`src/dncs_regs.svh`:
```
// Operation
// RULE1: Converter A uses two select pins, bit0 least and bit1 most significant.
// RULE2: Converter B has its own two-bit select with the same bit order.
// RULE3: Selected oscillator drives mixing only in a complex output mode.
// RULE4: Unselected oscillators keep advancing phase every sample for coherence.
// RULE5: Pin changes swap oscillators only while pin control mode is one.
// RULE6: Select pins are asynchronous and synchronised before use.
// RULE7: A new selection takes effect on one sample boundary, never partially.
`ifndef DNCS_REGS_SVH
`define DNCS_REGS_SVH

`define DNCS_NUM_OSC 4
`define DNCS_SEL_W 2
`define DNCS_PHASE_W 32
`define DNCS_SEL_RST 2'h0
`define DNCS_PHASE_RST 32'h0000_0000
`define DNCS_PIN_CTRL_ON 1'h1
`define DNCS_SYNC_STAGES 2

`endif

```
`src/dncs_pkg.sv`:
```
package dncs_pkg;

  typedef struct packed {
    logic osc_sel_a_bit1;
    logic osc_sel_a_bit0;
    logic osc_sel_b_bit1;
    logic osc_sel_b_bit0;
  } dncs_pins_t;

  typedef struct packed {
    logic [31:0] phase_a;
    logic [31:0] phase_b;
    logic mix_en_a;
    logic mix_en_b;
  } dncs_mix_t;

  typedef enum logic [2:0] {
    DNCS_ST_FOLLOW = 3'h1,
    DNCS_ST_HOLD = 3'h2,
    DNCS_ST_BYPASS = 3'h4
  } dncs_state_t;

endpackage

```
`src/dncs_osc_bank.sv`:
```
`timescale 1ns/1ps
`default_nettype none
`include "dncs_regs.svh"

module dncs_osc_bank #(
  parameter int NUM_OSC = `DNCS_NUM_OSC,
  parameter int PHASE_W = `DNCS_PHASE_W
) (
  input wire logic clk_sys,
  input wire logic arst_n,
  input wire logic [NUM_OSC*PHASE_W-1:0] freq_words,
  input wire logic [$clog2(NUM_OSC)-1:0] rd_sel,
  output logic [PHASE_W-1:0] rd_phase
);

  // Parameter check at elaboration
  if (NUM_OSC < 2 || PHASE_W < 1) begin : g_param_check
    $error("dncs_osc_bank: unsupported parameters");
  end

  logic [PHASE_W-1:0] acc_r [NUM_OSC];
  logic [PHASE_W-1:0] acc_nxt [NUM_OSC];
  logic [PHASE_W-1:0] rd_phase_nxt;

  // ****************************************
  // Phase accumulators
  // ****************************************
  genvar g;
  generate
    for (g = 0; g < NUM_OSC; g++) begin : g_osc
      always_comb begin
        acc_nxt[g] = acc_r[g] + freq_words[g*PHASE_W +: PHASE_W]; // see RULE4
      end
      always_ff @(posedge clk_sys or negedge arst_n) begin
        if (!arst_n) begin
          acc_r[g] <= '0;
        end else begin
          acc_r[g] <= acc_nxt[g];
        end
      end
    end
  endgenerate

  // ****************************************
  // Registered read port
  // ****************************************
  always_comb begin
    rd_phase_nxt = acc_r[rd_sel]; // see RULE7
  end

  always_ff @(posedge clk_sys or negedge arst_n) begin
    if (!arst_n) begin
      rd_phase <= '0;
    end else begin
      rd_phase <= rd_phase_nxt;
    end
  end

endmodule // dncs_osc_bank
`default_nettype wire

```
`src/dncs_top.sv`:
```
`timescale 1ns/1ps
`default_nettype none
`include "dncs_regs.svh"

module dncs_top #(
  parameter int PHASE_W = `DNCS_PHASE_W
) (
  input wire logic clk_sys,
  input wire logic arst_n,
  input wire dncs_pkg::dncs_pins_t sel_pins,
  input wire logic pin_control_mode,
  input wire logic interface_output_mode,
  input wire logic [`DNCS_NUM_OSC*PHASE_W-1:0] freq_words_a,
  input wire logic [`DNCS_NUM_OSC*PHASE_W-1:0] freq_words_b,
  output dncs_pkg::dncs_mix_t mix_out,
  output logic [`DNCS_SEL_W-1:0] active_sel_a,
  output logic [`DNCS_SEL_W-1:0] active_sel_b
);

  // Parameter check at elaboration
  if (PHASE_W != 32) begin : g_param_check
    $error("dncs_top: phase width must be 32");
  end

  // ****************************************
  // Pin synchronisers
  // ****************************************
  logic [3:0] sync1_r;
  logic [3:0] sync2_r;
  logic [3:0] sync1_nxt;
  logic [3:0] sync2_nxt;

  always_comb begin
    sync1_nxt = sel_pins; // see RULE6
    sync2_nxt = sync1_r;
  end

  always_ff @(posedge clk_sys or negedge arst_n) begin
    if (!arst_n) begin
      sync1_r <= 4'h0;
      sync2_r <= 4'h0;
    end else begin
      sync1_r <= sync1_nxt;
      sync2_r <= sync2_nxt;
    end
  end

  // ****************************************
  // Mode sequencing
  // ****************************************
  dncs_pkg::dncs_state_t state_r;
  dncs_pkg::dncs_state_t state_nxt;

  always_comb begin
    if (!interface_output_mode) begin
      state_nxt = dncs_pkg::DNCS_ST_BYPASS; // see RULE3
    end else if (pin_control_mode == `DNCS_PIN_CTRL_ON) begin
      state_nxt = dncs_pkg::DNCS_ST_FOLLOW; // see RULE5
    end else begin
      state_nxt = dncs_pkg::DNCS_ST_HOLD;
    end
  end

  always_ff @(posedge clk_sys or negedge arst_n) begin
    if (!arst_n) begin
      state_r <= dncs_pkg::DNCS_ST_BYPASS;
    end else begin
      state_r <= state_nxt;
    end
  end

  // ****************************************
  // Selection registers
  // ****************************************
  logic [`DNCS_SEL_W-1:0] pin_sel_a;
  logic [`DNCS_SEL_W-1:0] pin_sel_b;
  logic [`DNCS_SEL_W-1:0] sel_a_r;
  logic [`DNCS_SEL_W-1:0] sel_b_r;
  logic [`DNCS_SEL_W-1:0] sel_a_nxt;
  logic [`DNCS_SEL_W-1:0] sel_b_nxt;
  logic mix_en_r;
  logic mix_en_nxt;

  always_comb begin
    pin_sel_a = {sync2_r[3], sync2_r[2]}; // see RULE1
    pin_sel_b = {sync2_r[1], sync2_r[0]}; // see RULE2
    sel_a_nxt = sel_a_r;
    sel_b_nxt = sel_b_r;
    mix_en_nxt = 1'h0;
    case (state_r)
      dncs_pkg::DNCS_ST_FOLLOW: begin
        sel_a_nxt = pin_sel_a; // see RULE5
        sel_b_nxt = pin_sel_b;
        mix_en_nxt = 1'h1;
      end
      dncs_pkg::DNCS_ST_HOLD: begin
        mix_en_nxt = 1'h1;
      end
      dncs_pkg::DNCS_ST_BYPASS: begin
        mix_en_nxt = 1'h0; // see RULE3
      end
      default: begin
        sel_a_nxt = `DNCS_SEL_RST;
        sel_b_nxt = `DNCS_SEL_RST;
      end
    endcase
  end

  always_ff @(posedge clk_sys or negedge arst_n) begin
    if (!arst_n) begin
      sel_a_r <= `DNCS_SEL_RST;
      sel_b_r <= `DNCS_SEL_RST;
      mix_en_r <= 1'h0;
    end else begin
      sel_a_r <= sel_a_nxt; // see RULE7
      sel_b_r <= sel_b_nxt;
      mix_en_r <= mix_en_nxt;
    end
  end

  // ****************************************
  // Oscillator banks
  // ****************************************
  logic [PHASE_W-1:0] phase_a;
  logic [PHASE_W-1:0] phase_b;

  dncs_osc_bank #(.NUM_OSC(`DNCS_NUM_OSC), .PHASE_W(PHASE_W)) u_bank_a (
    .clk_sys(clk_sys),
    .arst_n(arst_n),
    .freq_words(freq_words_a),
    .rd_sel(sel_a_r),
    .rd_phase(phase_a)
  );

  dncs_osc_bank #(.NUM_OSC(`DNCS_NUM_OSC), .PHASE_W(PHASE_W)) u_bank_b (
    .clk_sys(clk_sys),
    .arst_n(arst_n),
    .freq_words(freq_words_b),
    .rd_sel(sel_b_r),
    .rd_phase(phase_b)
  );

  // ****************************************
  // Output registers
  // ****************************************
  dncs_pkg::dncs_mix_t mix_nxt;
  logic [`DNCS_SEL_W-1:0] act_a_nxt;
  logic [`DNCS_SEL_W-1:0] act_b_nxt;
  logic mix_en_d_r;
  logic mix_en_d_nxt;

  always_comb begin
    mix_en_d_nxt = mix_en_r;
    act_a_nxt = sel_a_r;
    act_b_nxt = sel_b_r;
    mix_nxt.phase_a = mix_en_d_r ? phase_a : `DNCS_PHASE_RST; // see RULE3
    mix_nxt.phase_b = mix_en_d_r ? phase_b : `DNCS_PHASE_RST;
    mix_nxt.mix_en_a = mix_en_d_r;
    mix_nxt.mix_en_b = mix_en_d_r;
  end

  always_ff @(posedge clk_sys or negedge arst_n) begin
    if (!arst_n) begin
      mix_en_d_r <= 1'h0;
      mix_out <= '0;
      active_sel_a <= `DNCS_SEL_RST;
      active_sel_b <= `DNCS_SEL_RST;
    end else begin
      mix_en_d_r <= mix_en_d_nxt;
      mix_out <= mix_nxt;
      active_sel_a <= act_a_nxt;
      active_sel_b <= act_b_nxt;
    end
  end

endmodule // dncs_top
`default_nettype wire

```
`config.mk`:
```
export PLATFORM = sky130hd
export DESIGN_NAME = dncs_top
export DESIGN_NICKNAME = d
export VERILOG_FILES = /design/src/dncs_pkg.sv /design/src/dncs_osc_bank.sv /design/src/dncs_top.sv
export VERILOG_INCLUDE_DIRS = /design/src /design/src/src
export SDC_FILE = /design/constraint.sdc
export NUM_CORES = 1
export LEC_CHECK = 0
export CORE_MARGIN = 1
export CORE_UTILIZATION = 45
export CTS_CLUSTER_DIAMETER = 200
export DETAILED_ROUTE_END_ITERATION = 10
export DONT_BUFFER_PORTS = 1
export HOLD_SLACK_MARGIN = 0.02
export PLACE_DENSITY = 0.66
export SYNTH_ARGS = -nofsm -noshare
export SYNTH_HDL_FRONTEND = slang
export SYNTH_SLANG_ARGS = --single-unit
export TNS_END_PERCENT = 1
```
`constraint.sdc`:
```
create_clock -name clk_sys -period 5.12 [get_ports clk_sys]
set_clock_uncertainty 0.05 [all_clocks]
set_input_delay 0.256 -clock clk_sys [delete_from_list [all_inputs] [get_ports clk_sys]]
set_output_delay 0.256 -clock clk_sys [all_outputs]
set_load 0.005 [all_outputs]
```
==> impl_metrics.csv, run 1 <==
group,metric,value,unit
finish,fill_cells,4540,
setup_path,cp-startpoint,"u_bank_b.acc_r[64]",
global_routing,antenna_found_initial,10,
drt,wl,68600,um
logic_synthesis,synthArstFlopShare,1.00,
global_routing,grt_pass1_wl,110000,um
clock_network,insertion_delay,0.58,ns
sta,fin_crit_sh,0.792,
die,core_area,54000,um2
setup_path,path_depth,12,
die,ios,334,
finish,multi_input_area,14100,um2
finish,nets,3106,
die,initial_core_util,0.457,
clock_network,cts-root-buf,"clkbuf_16",
logic_synthesis,yosysSeqAreaShare,0.411,
setup_path,worstPathRequired,5.53,ns
sta,fin_crit,4.06,ns
setup_path,worstReg2RegStart,"u_bank_b.acc_r[64]",
setup_path,worstPathCellList,"ha_1, fa_1, a21o_1, a211oi_1, o21ai_1, a31oi_1, o311ai_1, a21o_1, a311oi_1, o41ai_1, xor2_1, dlygate4sd3_1",
clock_network,cts_buffers,48,
sta,whs,-0.674,ns
drt,drtIter0Drc,1132,
drt,ant_nets,0,
logic_synthesis,ys_warn_count,0,
setup_path,cpMaxStageDelayCell,"a311oi_1",
clock_network,cts_resized,0,
placement,port_buffers,0,
sta,rsz0062_at_grt,"false",
logic_synthesis,post_synth.cell_area_avg,10.7,um2
logic_synthesis,yosys_register_bits,406,
placement,placed_area,25400,um2
run_status,outcome,"finished with violations",
placement,hpwl,51500,um
power,leakage,0.0133,uW
global_routing,track_usage,0.249,
die,die_h,236,um
setup_path,cp_common_cell,"a21o_1",
global_routing,grt_max_degree,407,
logic_synthesis,synthCells,2313,
finish,final_cells,3324,
setup_path,cpLargestDelayFamily,"compound AO/OA/AOI/OAI gates",
drt,first_pass_iters,5,
drt,vias_per_cell,5.81,
logic_synthesis,synth_edf_count,0,
power,pwr_density_cell,676,nW/um2
setup_path,crit_arrival,4.46,ns
setup_path,cp_max_fo,3,
setup_path,r2r_cells,12,
die,num_rows,85,
setup_path,path_class,"reg -> reg",
placement,routabilityCongestion,0.990,
sta,max_freq,0.247,GHz
hold_path,hp-class,"in -> async",
setup_path,max_stage_delay,0.66,ns
logic_synthesis,synth_area,24700,um2
clock_network,ctsHtreeMaxLevel,2,
setup_path,path_buf_inv,1,
die,dieWidth,236,um
run_status,violations,"hold timing, slew limit",
setup_path,endpoint_kind,"flop",
clock_network,cts_tree,"yes",
global_routing,grt-ovfl-total,0,
sta,worst_slew_pin_slew,1.87,ns
clock_network,clock_sinks,406,
logic_synthesis,ys.flop_type,"dfrtp_1",
drt,wl_per_cell,20.6,um
finish,syn2layout_area_growth,21.3,%
logic_synthesis,synth_nets,2833,
drt,drcViolationCount,0,
clock_network,postCtsSetupBuffers,0,
sta,finalHoldViolations,405,
power,ir_drop,0.386,mV
sta,setup_viol,0,
drt,via_count,19300,
setup_path,crit_path_start_kind,"flop",
logic_synthesis,synth.distinct_cells,86,
die,die_area,55800,um2
finish,drive_gt1_frac,0.0705,
clock_network,clk_path_buf_depth,3,
global_routing,grt_pass1_vias,20300,
finish,seq_area,10200,um2
sta,slew_headroom,-0.246,
sta,tns,0,ns
placement,place_inst,2952,
clock_network,path_clk_slew,0.06,ns
sta,slew_violations,147,
job,max-cap-violations,0,
clock_network,holdBufCountCts,280,
finish,final_area,29900,um2
-- metal layers --
metal	part of all wire	vias to the layer above	routed length (um)	global-route usage
li1	-	9101	-	-
met1	0.41	9457	28300	0.310
met2	0.50	589	34200	0.433
met3	0.060	136	4120	0.0493
met4	0.028	16	1900	0.0738
met5	0.0015	-	103	0
-- flip-flops by register name, indices dropped and copies added, names as in the netlist --
| name | count |
|---|---|
| state_r | 3 |
| mix_en_d_nxt | 1 |
| active_sel_b | 2 |
| active_sel_a | 2 |
| act_b_nxt | 2 |
| u_bank_a.acc_r | 128 |
| u_bank_b.acc_r | 128 |
| sync2_r | 4 |
| u_bank_b.rd_phase | 32 |
| mix_en_d_r | 1 |
| act_a_nxt | 2 |
| mix_out | 65 |
| u_bank_a.rd_phase | 32 |
| sync1_r | 4 |
-- cell usage in the layout, fill, tap and decap left out, types with 77 or more instances in the layout --
cell type	instances
a21o_1	127
a21oi_1	215
and2_1	77
dfrtp_1	402
dlygate4sd3_1	280
ha_1	248
nand2_1	129
nor2_1	121
o21ai_0	95
xnor2_1	152
xor2_1	83
-- where the power goes --
| group | internal, uW | leakage (uW) | switching (uW) |
|---|---|---|---|
| Clock | 2400 | 0.000867 | 1420 |
| Combinational | 5030 | 0.00761 | 5650 |
| Sequential | 4740 | 0.00487 | 1000 |
-- Yosys cell counts (all sizes together), types with 5 or more instances --
| master | n | area, um2 |
|---|---|---|
| a2111oi | 5 | 76.3 |
| a211o | 8 | 70.1 |
| a211oi | 21 | 163 |
| a21boi | 9 | 67.6 |
| a21o | 127 | 953 |
| a21oi | 218 | 1100 |
| a221oi | 6 | 52.6 |
| a31oi | 21 | 131 |
| a41oi | 6 | 71.3 |
| and2 | 77 | 482 |
| and3 | 16 | 100 |
| and4 | 5 | 43.8 |
| buf | 11 | 48.8 |
| clkbuf | 51 | 191 |
| dfrtp | 405 | 10100 |
| fa | 8 | 160 |
| ha | 248 | 3100 |
| inv | 51 | 191 |
| mux4 | 64 | 1440 |
| nand2 | 129 | 484 |
| nand2b | 22 | 138 |
| nand3 | 44 | 220 |
| nand4 | 37 | 231 |
| nor2 | 121 | 454 |
| nor2b | 28 | 175 |
| nor3 | 41 | 205 |
| nor3b | 7 | 52.6 |
| o211ai | 12 | 90.1 |
| o21a | 22 | 165 |
| o21ai | 118 | 591 |
| o21bai | 39 | 293 |
| o22ai | 5 | 31.3 |
| o311ai | 8 | 85.1 |
| o31ai | 14 | 148 |
| o41ai | 6 | 60.1 |
| or2 | 6 | 37.5 |
| or3 | 10 | 67.6 |
| xnor2 | 152 | 1330 |
| xor2 | 83 | 727 |
-- logic make-up (layout without fill, tap and decap cells) --
family / Yosys count / after routing / share of synthesized area
other cells: 0 / 4 / 0
mux: 66 / 66 / 0.0592
xor+xnor: 235 / 235 / 0.0834
simple gates: 551 / 551 / 0.112
compound gates: 686 / 686 / 0.185
buf+inv: 113 / 424 / 0.0175
fa+ha+maj: 256 / 256 / 0.132
flops: 406 / 406 / 0.411
-- through the flow --
| stage | setup slack (ns) | hold WS (ns) | total power, uW | utilization |
|---|---|---|---|---|
| after detailed placement | 1.68 | -0.0757 | 15500 | 0.470 |
| after floorplan | 2.16 | -0.0896 | 13300 | - |
| after CTS | 1.09 | -0.706 | 20100 | 0.554 |
| after global placement | 1.73 | -0.0774 | 15200 | 0.470 |
| after global routing | 0.917 | -0.700 | 21700 | 0.554 |
| final | 1.06 | -0.674 | 20200 | 0.554 |
-- area by class of cell --
cell class | count | share of cell area
Tap cell | 696 | 0.0291
Timing Repair Buffer | 285 | 0.0948
Clock inverter | 24 | 0.0129
Clock buffer | 64 | 0.0462
Sequential cell | 406 | 0.339
Inverter | 51 | 0.00639
Antenna cell | 4 | 0.000334
Multi-Input combinational cell | 1794 | 0.471
-- worst paths after layout --
path                                      endpoint  slack (ns)
worst max-delay path            u_bank_b.acc_r[94]        1.06
worst min-delay path                    mix_out[5]       -0.67
worst max register to register  u_bank_b.acc_r[94]        1.06
worst min register to register          sync2_r[3]        0.30
max in group asynchronous       u_bank_a.acc_r[94]        4.21
min in group clk_sys            u_bank_a.acc_r[58]        0.07
(Power assumes the default switching activity.)
==> run 2: changes to the inputs <==
--- a/config.mk
+++ b/config.mk
@@ -12,7 +12,7 @@
 export DETAILED_ROUTE_END_ITERATION = 10
 export DONT_BUFFER_PORTS = 1
 export HOLD_SLACK_MARGIN = 0.02
-export PLACE_DENSITY = 0.66
+export PLACE_DENSITY = 0.68
 export SYNTH_ARGS = -nofsm -noshare
 export SYNTH_HDL_FRONTEND = slang
 export SYNTH_SLANG_ARGS = --single-unit
==> constraint.sdc (replaced) <==
create_clock -name clk_sys -period 3.4 [get_ports clk_sys]
set_clock_uncertainty 0.05 [all_clocks]
set_input_delay 0.17 -clock clk_sys [delete_from_list [all_inputs] [get_ports clk_sys]]
set_output_delay 0.17 -clock clk_sys [all_outputs]
set_load 0.005 [all_outputs]
==> run 2 against run 1 <==
Against the previous run:
- the run ends with hold timing left
- global-route usage increased by 0.099 points
- non-clock buffer count increased by 50
- core utilization increased by 1.0 points
- largest power group unchanged
- maximum frequency increased by 21%
- first-iteration DRC count decreased by 6.2%
- critical endpoint is now u_bank_b.acc_r[118]
- via count increased by 1.7%
- die area unchanged
- clock power increased by 47%
- register-to-register slack got worse by 1.0 ns
- worst hold slack got worse by 0.097 ns
- critical path depth increased by 1
==> impl_metrics.csv, run 2 (synthesized netlist as in run 1, its figures left out) <==
group,metric,value,unit
clock_network,path_clk_slew,0.06,ns
die,dieWidth,236,um
die,ios,334,
setup_path,cp_max_fo,3,
setup_path,crit_arrival,3.75,ns
sta,slew_violations,0,
global_routing,grt-ovfl-total,0,
clock_network,cts-root-buf,"clkbuf_16",
setup_path,endpoint_kind,"flop",
finish,final_cells,3385,
drt,wl_per_cell,20.5,um
finish,top_regs,"u_bank_a.acc_r: 128 flops, u_bank_b.acc_r: 128 flops, mix_out: 65 flops",
setup_path,path_class,"reg -> reg",
finish,mostFrequentLayoutCells,"dfrtp_1, dlygate4sd3_1, ha_1",
die,core_area,54000,um2
drt,first_pass_iters,5,
clock_network,cts_tree,"yes",
sta,finalHoldViolations,406,
drt,via_count,19600,
setup_path,crit_path_start_kind,"flop",
global_routing,grt_pass1_vias,20600,
setup_path,worstReg2RegEnd,"u_bank_b.acc_r[118]",
drt,vias_per_cell,5.80,
die,num_rows,85,
sta,setup_viol,0,
sta,rsz0062_at_grt,"true",
hold_path,hp-class,"in -> async",
setup_path,worstPathRequired,3.81,ns
global_routing,antenna_found_initial,13,
die,initial_core_util,0.457,
drt,drcViolationCount,0,
placement,routabilityCongestion,0.970,
finish,nets,3156,
power,ir_drop,0.574,mV
power,leakage,0.0136,uW
global_routing,grt_max_degree,407,
setup_path,worstReg2RegStart,"u_bank_b.acc_r[96]",
setup_path,r2r_cells,13,
finish,layout_commonest_cell,"dfrtp_1",
finish,drive_gt1_frac,0.0815,
placement,place_inst,2968,
placement,place_ws,-0.0201,ns
run_status,outcome,"finished with violations",
sta,fin_crit_sh,0.985,
finish,syn2layout_area_growth,23.5,%
drt,drtIter0Drc,1062,
global_routing,grt_pass1_wl,110000,um
drt,wl,69300,um
die,die_area,55800,um2
sta,slew_headroom,0.0445,
placement,port_buffers,0,
clock_network,clk_path_buf_depth,3,
clock_network,insertion_delay,0.58,ns
power,pwr_density_cell,1020,nW/um2
job,max-cap-violations,0,
run_status,violations,"hold timing",
die,die_h,236,um
sta,finalWorstSetupSlack,0.0525,ns
sta,worst_slew_pin_slew,1.43,ns
sta,whs,-0.770,ns
setup_path,r2r_setup_slack,0.05,ns
clock_network,cts_buffers,48,
sta,fin_crit,3.35,ns
drt,ant_nets,0,
clock_network,clock_sinks,406,
sta,max_freq,0.299,GHz
placement,hpwl,52300,um
clock_network,ctsHtreeMaxLevel,2,
clock_network,holdBufCountCts,313,
global_routing,track_usage,0.250,
==> run 2: cell types whose count changed in the layout (fill, tap and decap cells not counted), sizes merged <==
cell         previous run  this run
clkbuf                 64        67
dlygate4sd3           280       313
diode                   4        13
buf                     5        22
inv                    52        54
clkinv                 10         9
bufinv                 10         8
==> run 2: final cells by class <==
class | instances | area (um2)
fillers | 4379 | 23500
flip-flops and latches | 406 | 10200
repair buffers | 335 | 3300
clock inverters | 23 | 338
diodes | 13 | 32.5
clock buffers | 67 | 1390
well taps | 696 | 871
inverters | 51 | 191
multi-input cells | 1794 | 14200
==> run 2: worst max path at each step <==
stage	startpoint	to	slack [ns]
2_1_floorplan	u_bank_b.acc_r[64]	u_bank_b.acc_r[92]	0.44
3_3_place_gp	u_bank_a.acc_r[32]	u_bank_a.acc_r[62]	0.12
3_5_place_dp	u_bank_a.acc_r[32]	u_bank_a.acc_r[62]	-0.02
4_1_cts	u_bank_b.acc_r[96]	u_bank_b.acc_r[118]	0.02
5_1_grt	u_bank_b.acc_r[97]	u_bank_b.acc_r[123]	-0.09
6_report	u_bank_b.acc_r[96]	u_bank_b.acc_r[118]	0.05
==> run 2: metal layers <==
layer  up-vias  wire [um]  GRT usage  share of wire
met5         -         13          0        0.00019
met2       625      35300      0.451           0.51
li1       9204          -          -              -
met3       106       4140     0.0469          0.060
met1      9695      28300      0.305           0.41
met4         2       1520     0.0622          0.022
==> run 2: what timing repair did <==
item | in CTS | in global routing
setup endpoints to repair | 1 | 26
setup buffers | 0 | 1
hold endpoints to repair | 668 | 406
pin swaps | 0 | 3
resized for setup | 1 | 23
==> run 2: critical path, stage by stage (launching register included) <==
cell and delay [ns]:
dfrtp_1 0.40, ha_1 0.22, fa_1 0.40, a21o_1 0.23, a21oi_4 0.18, o21ai_1 0.10
and3_1 0.21, o31ai_4 0.23, buf_4 0.18, o31ai_1 0.12, nand3_1 0.11, nand2_1 0.07
xor2_1 0.15, dlygate4sd3_1 0.56
==> run 2: power by group <==
part	switching [uW]	internal (uW)
clock network	2120	3480
registers	1520	7140
logic	8690	8150
==> run 2: per-stage QoR <==
step | TNS, ns | cell area (um2) | total power [uW] | utilization
2_1_floorplan | 0 | 24700 | 20000 | -
3_3_place_gp | 0 | 25500 | 23000 | 0.472
3_5_place_dp | -0.0201 | 25500 | 23600 | 0.472
4_1_cts | 0 | 30400 | 30700 | 0.562
5_1_grt | -0.164 | 30500 | 33300 | 0.564
6_report | 0 | 30500 | 31100 | 0.565
